<file path="src/logic/fault_status_pkg.sv">
package fault_status_pkg;
  localparam int NUM_PAIRS = 8;
  localparam int REG_WIDTH = 24;
  localparam int ADDR_WIDTH = 2;
  localparam logic [1:0] CONFIG_OFFSET = 2'h0;
  localparam logic [1:0] FAULT_STATUS_OFFSET = 2'h1;
  localparam logic [23:0] CONFIG_RESET = 24'h000000;
  localparam logic [23:0] FAULT_STATUS_RESET = 24'h000000;
  localparam int DIAG_SELECT_LSB = 16;
  localparam int SHORT_FLAG_LSB = 8;
  localparam int THERMAL_BIT = 7;
  localparam int CMD_ERR_BIT = 6;
  localparam int CRC_WIDTH = 6;
  localparam logic [6:0] CRC_POLY = 7'h43;
  localparam logic [5:0] CRC_SEED = 6'h00;

  typedef struct packed {
    logic [ADDR_WIDTH-1:0] addr;
    logic [REG_WIDTH-1:0] wdata;
    logic wr;
    logic rd;
  } reg_req_t;

  typedef struct packed {
    logic [NUM_PAIRS-1:0] open_det;
    logic [NUM_PAIRS-1:0] short_det;
    logic thermal_det;
    logic cmd_err_det;
  } fault_events_t;
endpackage

</file>
<file path="src/logic/config_checksum.sv">
`timescale 1ns/1ns
module config_checksum
  import fault_status_pkg::*;
(
  input wire logic [REG_WIDTH-1:0] config_word, // Configuration contents
  output logic [CRC_WIDTH-1:0] checksum // Combinational remainder
);
  function automatic logic [CRC_WIDTH-1:0] crc_step(input logic [CRC_WIDTH-1:0] crc, input logic din);
    logic fb;
    fb = crc[CRC_WIDTH-1] ^ din;
    crc_step = {crc[CRC_WIDTH-2:0], 1'b0} ^ (fb ? CRC_POLY[CRC_WIDTH-1:0] : '0);
  endfunction

  logic [CRC_WIDTH-1:0] chain [0:REG_WIDTH];
  assign chain[0] = CRC_SEED;
  // Most significant bit enters first, matching shift order
  for (genvar i = 0; i < REG_WIDTH; i++) begin : g_crc
    assign chain[i+1] = crc_step(chain[i], config_word[REG_WIDTH-1-i]);
  end
  assign checksum = chain[REG_WIDTH];
endmodule

</file>
<file path="src/logic/led_fault_readback_status.sv">
// The strobed register port was decided locally.
`timescale 1ns/1ns
module led_fault_readback_status
  import fault_status_pkg::*;
(
  input wire logic clock, // 100 MHz clock
  input wire logic rst_b, // Async reset, active low
  input wire logic [ADDR_WIDTH-1:0] addr, // Register address
  input wire logic [REG_WIDTH-1:0] wdata, // Write data
  input wire logic wr, // Write strobe
  input wire logic rd, // Read strobe
  output logic [REG_WIDTH-1:0] rdata, // Read data, cycle after rd
  input wire logic [NUM_PAIRS-1:0] open_det, // LED-open detect per pair
  input wire logic [NUM_PAIRS-1:0] short_det, // LED-short detect per pair
  input wire logic thermal_det, // Thermal shutdown detect
  input wire logic transfer_done, // Serial transfer finished pulse
  input wire logic transfer_cmd_err, // That transfer had a command error
  output logic [NUM_PAIRS-1:0] diag_mode, // Pair pin in diagnostic use
  output logic [2*NUM_PAIRS-1:0] drain_on // Open-drain switch enables
);
  reg_req_t req;
  fault_events_t ev;
  assign req = '{addr: addr, wdata: wdata, wr: wr, rd: rd};
  assign ev = '{open_det: open_det, short_det: short_det, thermal_det: thermal_det,
                cmd_err_det: transfer_cmd_err};

  logic [REG_WIDTH-1:0] config_reg;
  logic [NUM_PAIRS-1:0] open_reg, open_next;
  logic [NUM_PAIRS-1:0] short_reg, short_next;
  logic thermal_reg, thermal_next;
  logic cmd_err_reg, cmd_err_next;
  logic [REG_WIDTH-1:0] rdata_reg, rdata_next;
  logic [CRC_WIDTH-1:0] checksum;
  logic [REG_WIDTH-1:0] status_word;
  logic [2*NUM_PAIRS-1:0] fault_bits;

  // One address-qualified strobe decode, shared by the write and read paths
  function automatic logic strobe_hit(input logic strobe, input logic [ADDR_WIDTH-1:0] a,
      input logic [ADDR_WIDTH-1:0] off);
    strobe_hit = strobe && a == off;
  endfunction

  wire cfg_wr = strobe_hit(req.wr, req.addr, CONFIG_OFFSET);
  wire status_rd = strobe_hit(req.rd, req.addr, FAULT_STATUS_OFFSET);
  wire [NUM_PAIRS-1:0] diag_sel = config_reg[DIAG_SELECT_LSB +: NUM_PAIRS];

  config_checksum u_checksum (
    .config_word(config_reg),
    .checksum(checksum)
  );

  // Set wins over read-clear so an event in the read cycle is kept
  assign open_next = (status_rd ? '0 : open_reg) | (ev.open_det & diag_sel);
  assign short_next = (status_rd ? '0 : short_reg) | (ev.short_det & diag_sel);
  assign thermal_next = (status_rd ? 1'b0 : thermal_reg) | ev.thermal_det;
  // Each finished transfer overwrites the flag with its own verdict
  assign cmd_err_next = transfer_done ? ev.cmd_err_det : (status_rd ? 1'b0 : cmd_err_reg);

  for (genvar p = 0; p < NUM_PAIRS; p++) begin : g_pack
    assign fault_bits[2*p+1] = open_reg[p];
    assign fault_bits[2*p] = short_reg[p];
  end
  assign status_word = {fault_bits, thermal_reg, cmd_err_reg, checksum};

  // Config is write-only, so it reads back as zero
  assign rdata_next = status_rd ? status_word : '0;

  // Shared pin drives only when left as plain output
  for (genvar c = 0; c < 2*NUM_PAIRS; c++) begin : g_drain
    if (c % 2 == 1) begin : g_shared
      assign drain_on[c] = config_reg[c] & ~diag_sel[c/2];
    end else begin : g_plain
      assign drain_on[c] = config_reg[c];
    end
  end
  assign diag_mode = diag_sel;
  assign rdata = rdata_reg;

  always_ff @(posedge clock or negedge rst_b) begin
    if (!rst_b) begin
      config_reg <= CONFIG_RESET;
      {open_reg, short_reg, thermal_reg, cmd_err_reg} <= FAULT_STATUS_RESET[REG_WIDTH-1:CRC_WIDTH];
      rdata_reg <= '0;
    end else begin
      if (cfg_wr) config_reg <= req.wdata;
      open_reg <= open_next;
      short_reg <= short_next;
      thermal_reg <= thermal_next;
      cmd_err_reg <= cmd_err_next;
      rdata_reg <= rdata_next;
    end
  end

  // Per-pair flag and pin behaviour
  for (genvar p = 0; p < NUM_PAIRS; p++) begin : g_pair_checks

  end
endmodule

</file>
<file path="config.mk">
export PLATFORM = sky130hd
export DESIGN_NAME = led_fault_readback_status
export DESIGN_NICKNAME = d
export VERILOG_FILES = /design/src/logic/fault_status_pkg.sv /design/src/logic/config_checksum.sv /design/src/logic/led_fault_readback_status.sv
export SDC_FILE = /design/constraint.sdc
export NUM_CORES = 1
export LEC_CHECK = 0
export BUFFER_PORTS_ARGS = -buffer_cell sky130_fd_sc_hd__buf_2
export CELL_PAD_IN_SITES_DETAIL_PLACEMENT = 2
export CELL_PAD_IN_SITES_GLOBAL_PLACEMENT = 2
export CORE_MARGIN = 3
export CORE_UTILIZATION = 31
export CTS_BUF_LIST = sky130_fd_sc_hd__clkbuf_4
export DETAILED_ROUTE_END_ITERATION = 10
export PLACE_DENSITY_LB_ADDON = 0.1
export SLEW_MARGIN = 10
export SYNTH_ARGS = -nofsm -noshare
export SYNTH_HDL_FRONTEND = slang
export SYNTH_HIERARCHICAL = 1
export SYNTH_SLANG_ARGS = --single-unit
</file>
<file path="constraint.sdc">
create_clock -name clock -period 1.7 [get_ports clock]
set_input_delay 0 -clock clock [delete_from_list [all_inputs] [get_ports clock]]
set_output_delay 0 -clock clock [all_outputs]
set_load 0.03 [all_outputs]
</file>
==> results of run 1 <==
## worst reg2reg max path: cells and delay by family (launching register included)
family,cells,cell delay [ns]
xor+xnor,4,1.11
flops,1,0.43
simple gates,1,0.14
## placed cells by master (no fill, tap or decap), drive strengths merged
master,netlist,routed
a21o,1,1
a22o,16,16
and2,24,24
and3b,1,1
buf,19,119
bufinv,0,1
clkbuf,2,9
clkinv,0,4
clkinvlp,0,1
dfrtp,66,66
dlygate4sd3,0,47
inv,0,1
mux2,24,24
nand2,1,1
nand2b,1,1
nand3b,1,1
nor2b,8,8
nor3b,1,1
o21ai,1,1
xnor2,24,24
xnor3,7,7
xor2,6,6
## metrics by stage
step                      setup WS (ns)  hold WS [ns]  utilization (%)  power, W
after floorplan                -0.02370       -0.2956                -  0.003916
after global placement         -0.04916      -0.07271            39.75  0.004517
after detailed placement        -0.1027      -0.07263            39.75  0.004595
after CTS                       -0.1163        0.1660            46.62  0.005773
after global routing            -0.1752        0.1881            47.10  0.006123
final                          -0.08570        0.2069            47.10  0.005697
## kinds of logic after synthesis
| logic type | after synthesis | synth area share (%) |
|---|---|---|
| buffers and inverters | 21 | 5.331 |
| XOR/XNOR | 37 | 14.96 |
| AND/OR/NAND/NOR | 37 | 8.427 |
| flip-flops | 66 | 56.75 |
| AO/OA/AOI/OAI | 18 | 5.245 |
| multiplexers | 24 | 9.286 |
## final timing paths
path | from | to | slack [ns] | depth (start not counted)
max in group asynchronous | rst_b | config_reg[18]$_DFFE_PN0P_ | 0.12 | 4
worst max register to register | config_reg[16]$_DFFE_PN0P_ | rdata[1]$_DFF_PN0_ | -0.09 | 5
worst max-delay path | config_reg[16]$_DFFE_PN0P_ | rdata[1]$_DFF_PN0_ | -0.09 | 5
worst min-delay path | rd | open_reg[7]$_DFF_PN0_ | 0.21 | 4
worst min register to register | thermal_reg$_DFF_PN0_ | thermal_reg$_DFF_PN0_ | 0.48 | 1
min in group asynchronous | rst_b | open_reg[0]$_DFF_PN0_ | 0.53 | 3
## area by class of cell
| class | instances | area (um2) | area share [%] |
|---|---|---|---|
| clock inverters | 7 | 68.82 | 1.635 |
| flip-flops and latches | 66 | 1657 | 39.37 |
| repair buffers | 166 | 1139 | 27.06 |
| clock buffers | 9 | 67.56 | 1.606 |
| multi-input cells | 116 | 1141 | 27.12 |
| well taps | 108 | 135.1 | 3.211 |
## synthesized netlist by cell type, drive strengths merged
| master | count |
|---|---|
| a21o | 1 |
| a22o | 16 |
| and2 | 24 |
| and3b | 1 |
| buf | 19 |
| clkbuf | 2 |
| dfrtp | 66 |
| mux2 | 24 |
| nand2 | 1 |
| nand2b | 1 |
| nand3b | 1 |
| nor2b | 8 |
| nor3b | 1 |
| o21ai | 1 |
| xnor2 | 24 |
| xnor3 | 7 |
| xor2 | 6 |
## power by group through the flow
stage	Sequential [W]	Clock [W]	Combinational, W
after floorplan	0.00214	0	0.00178
after global placement	0.00203	0	0.00249
after detailed placement	0.00205	0	0.00255
after CTS	0.00202	0.00111	0.00265
after global routing	0.00207	0.00119	0.00286
final	0.00203	0.00105	0.00262
## routing by layer
metal,up-vias,global-route usage (%)
li1,983,-
met3,5,4.736
met1,1047,19.91
met4,0,4.183
met5,-,0
met2,54,27.28
## repair_timing
action | in CTS | in global routing
endpoints found under the hold margin | 108 | 0
hold buffers | 47 | 0
buffers inserted | 1 | 0
cloned | 0 | 0
endpoints found under the setup margin | 4 | 5
resized for setup | 0 | 9
pin swaps | 0 | 5
==> metrics.yaml, run 1 <==
ir_drop_mv: 0.6829
place_inst: 408
cts_max_level: 3
clk_pin_slew_ns: 0.12
cts_tree: "built"
setup_viol: 2
drc: 0
synth_cells: 203
final.setup_skew_ns: 0.01299
maxCapViolations: 0
clk_latency_ns: 0.40
stdcell_count: 472
dieHeight_um: 102.9
rsz0062_at_grt: "yes"
relSlewSlack_pct: 76.61
violations: "setup timing"
numPortBuffers: 96
nets: 408
synth_nets: 252
grt_usage_pct: 16.02
viasPerCell: 4.426
fmax_ghz: 0.5600
antenna_found_initial: 0
p_comb_share_pct: 45.9
routed_wl_mm: 7.839
seq_area_frac_synth_pct: 56.75
detail_route.wl_per_cell_um: 16.61
grt_pass1_wl_mm: 12.54
p_switching_w: 0.002021
timing.final.ws_setup_ns: -0.08570
critPathKind: "reg2reg"
syn2layout_area_growth_pct: 44.58
yosys_warnings: 6
m1WireLength_mm: 3.433
yosys.area.top_type: "dfrtp_1"
syn_area_um2: 2910
hold_violations: 0
crit_buf_inv: 0
chipWidth_um: 102.9
placed_area_um2: 3551
synth_top_area_share_pct: 56.75
swShare_pct: 35.47
crit_chain: "xnor3_1 > xnor2_2 > xnor3_1 > xor2_1 > and2_1"
clock_sinks: 66
route.met3.wl_um: 313
grt_pass1_vias: 2315
yosys_register_bits: 66
final.setup.tns_ns: -0.1289
io_pins: 97
slowest_stage: "xnor3_1"
period_needed_ns: 1.786
root_buffer: "clkbuf_4"
period_share_pct: 105.0
status: "complete, but fails checks"
final_area_um2: 4208
route.vias.total: 2089
rows: 34
yosys-top-cells-area: "dfrtp_1 57%, mux2_2 8.9%, xnor2_1 6.6%, xnor3_1 5.4%, and2_1 5.2%"
drive_above_1_share_pct: 46.43
grt_overflow: 0
dp_hpwl_mm: 5.406
crit_family: "XOR/XNOR gates"
cpPeakStageDelay_ns: 0.45
gp_congestion: 0.7436
cts_made_buffers: 9
hp-class: "in2reg"
postSynthAreaPerCell_um2: 14.34
power_frac_seq_pct: 35.6
drt_pre_antenna_iters: 4
grt_max_degree: 45
cp-start-kind: "flip-flop"
initial_core_util_pct: 32.58
pwr-share-clk_pct: 18.5
core_area_um2: 8934
critPathRequiredTime_ns: 2.00
end_kind: "flip-flop"
intPower_w: 0.003676
die_area_um2: 10590
clk_path_buf_depth: 2
path_max_fanout: 3
path_common_cell: "xnor3_1"
cp.arrival_ns: 2.08
dr.max_layer_used: "met4"
worst_pin_slew_ns: 0.3509
wl_met2_mm: 4.039
ant_nets: 0
power_leakage_nw: 2.114
power_density_nw_per_um2: 1354
antenna_cells: 0
drt_iter0_markers: 35
fillCellCount: 925
drv_slew: 0
yosysUniqueCellTypes: 21
(Power assumes the default switching activity.)
==> inputs of run 2 (changes only) <==
- CORE_ASPECT_RATIO: not set -> 1.4
==> run 2 against run 1 <==
Against the previous run: non-clock buffer count decreased by 4; critical endpoint unchanged; clock power decreased by 8%; sequential power about the same; first-iteration DRC count unchanged; the flow still finishes with violations (setup timing); count of clock-buffer cells in the layout unchanged.
==> metrics.yaml, run 2 (same netlist as run 1, synthesis figures left out) <==
route.vias.total: 2112
power_leakage_nw: 2.099
drt_pre_antenna_iters: 3
initial_core_util_pct: 32.05
rsz0062_at_grt: "yes"
final_area_um2: 4170
root_buffer: "clkbuf_4"
grt_pass1_vias: 2451
p_switching_w: 0.002030
clock_sinks: 66
gp_congestion: 0.7604
critPathKind: "reg2reg"
cp.arrival_ns: 2.08
grt_overflow: 0
dp_hpwl_mm: 5.543
grt_usage_pct: 16.24
hp-class: "in2async"
status: "complete, but fails checks"
cp-start-kind: "flip-flop"
nets: 404
hold_violations: 0
rows: 41
grt_pass1_wl_mm: 12.94
fmax_ghz: 0.5608
grt_max_degree: 33
fillCellCount: 924
io_pins: 97
fin_util_pct: 45.93
final_common_cell: "buf_2"
cts_max_level: 3
violations: "setup timing"
end_kind: "flip-flop"
power_density_nw_per_um2: 1375
ir_drop_mv: 0.6359
p_comb_share_pct: 48.0
period_needed_ns: 1.783
antenna_found_initial: 0
worst_pin_slew_ns: 0.4432
drc: 0
chipWidth_um: 87.89
setup_viol: 2
clk_pin_slew_ns: 0.11
timing.final.ws_setup_ns: -0.08312
clk_latency_ns: 0.40
pwr-share-clk_pct: 16.8
drt_iter0_markers: 35
detail_route.wl_per_cell_um: 16.89
critPathRequiredTime_ns: 1.99
worstRegToRegCells: 5
core_area_um2: 9080
multi_input_area_um2: 1164
drv_slew: 0
path_max_fanout: 3
cts_made_buffers: 9
intPower_w: 0.003703
hold_ws_ns: 0.07365
power_frac_seq_pct: 35.3
most-common-layout-cells: "95 x buf_2, 64 x dfrtp_1, 45 x dlygate4sd3_1"
placed_area_um2: 3542
swShare_pct: 35.41
die_area_um2: 10600
drive_above_1_share_pct: 46.09
dieHeight_um: 120.6
clk_path_buf_depth: 2
antenna_cells: 0
routed_wl_mm: 7.856
relSlewSlack_pct: 70.46
viasPerCell: 4.542
maxCapViolations: 0
period_share_pct: 104.9
register_area_um2: 1654
numPortBuffers: 96
ant_nets: 0
cts_tree: "built"
syn2layout_area_growth_pct: 43.29
final.setup_skew_ns: 0.008354
## run 2: cell count changes in the layout (fill, tap and decap cells not counted), sizes merged
cell	previous run	this run
inv	1	0
dlygate4sd3	47	45
clkinvlp	1	0
buf	119	117
## run 2: routing by layer
layer | global-route usage [%] | share of wire (%)
met1 | 19.24 | 40
met2 | 28.49 | 54
met3 | 3.476 | 4.5
met4 | 5.662 | 1.3
met5 | 0 | 0
## run 2: worst max-delay path, cell delays in order (launching register included)
cell and delay, ns:
dfrtp_1 0.41, xnor3_1 0.45, xnor2_2 0.21, xnor3_1 0.30, xor2_1 0.18, and2_1 0.14
## run 2: power by group through the flow
stage,combinational (W),clock [W],sequential (W)
after floorplan,0.00178,0,0.00214
after global placement,0.00252,0,0.00203
after detailed placement,0.00256,0,0.00204
after CTS,0.00270,0.00101,0.00202
after global routing,0.00296,0.00110,0.00207
final,0.00275,0.000961,0.00202
## run 2: through the flow
step | setup WS [ns] | TNS, ns | std cells | power [W]
2_1_floorplan | -0.02370 | -0.02370 | 203 | 0.003916
4_1_cts | -0.1147 | -0.1807 | 465 | 0.005739
3_3_place_gp | -0.03390 | -0.08652 | 406 | 0.004546
5_1_grt | -0.1766 | -0.4327 | 465 | 0.006127
3_5_place_dp | -0.07972 | -0.2050 | 406 | 0.004603
6_report | -0.08312 | -0.1200 | 465 | 0.005732
## run 2: final cells by class
cell class	instances	area share, %
clock buffer	9	1.620
clock inverter	5	1.140
multi-input combinational	116	27.90
sequential	66	39.66
tap	107	3.210
timing repair buffer	162	26.46
## run 2: worst paths after layout
| path | startpoint | to | slack (ns) |
|---|---|---|---|
| worst min-delay path | rst_b | thermal_reg$_DFF_PN0_ | 0.07 |
| max in group asynchronous | rst_b | config_reg[23]$_DFFE_PN0P_ | 1.06 |
| worst max-delay path | config_reg[16]$_DFFE_PN0P_ | rdata[1]$_DFF_PN0_ | -0.08 |
| worst max register to register | config_reg[16]$_DFFE_PN0P_ | rdata[1]$_DFF_PN0_ | -0.08 |
| worst min register to register | open_reg[6]$_DFF_PN0_ | rdata[21]$_DFF_PN0_ | 0.49 |
| min in group clock | rd | thermal_reg$_DFF_PN0_ | 0.20 |
## run 2: repair_timing
action / 4_1_cts / 5_1_grt
setup endpoints to repair: 5 / 5
pin swaps: 1 / 3
buffers inserted: 0 / 1
gates resized for setup: 5 / 5
hold buffers: 45 / 0
cloned: 0 / 0
endpoints found under the hold margin: 108 / 0
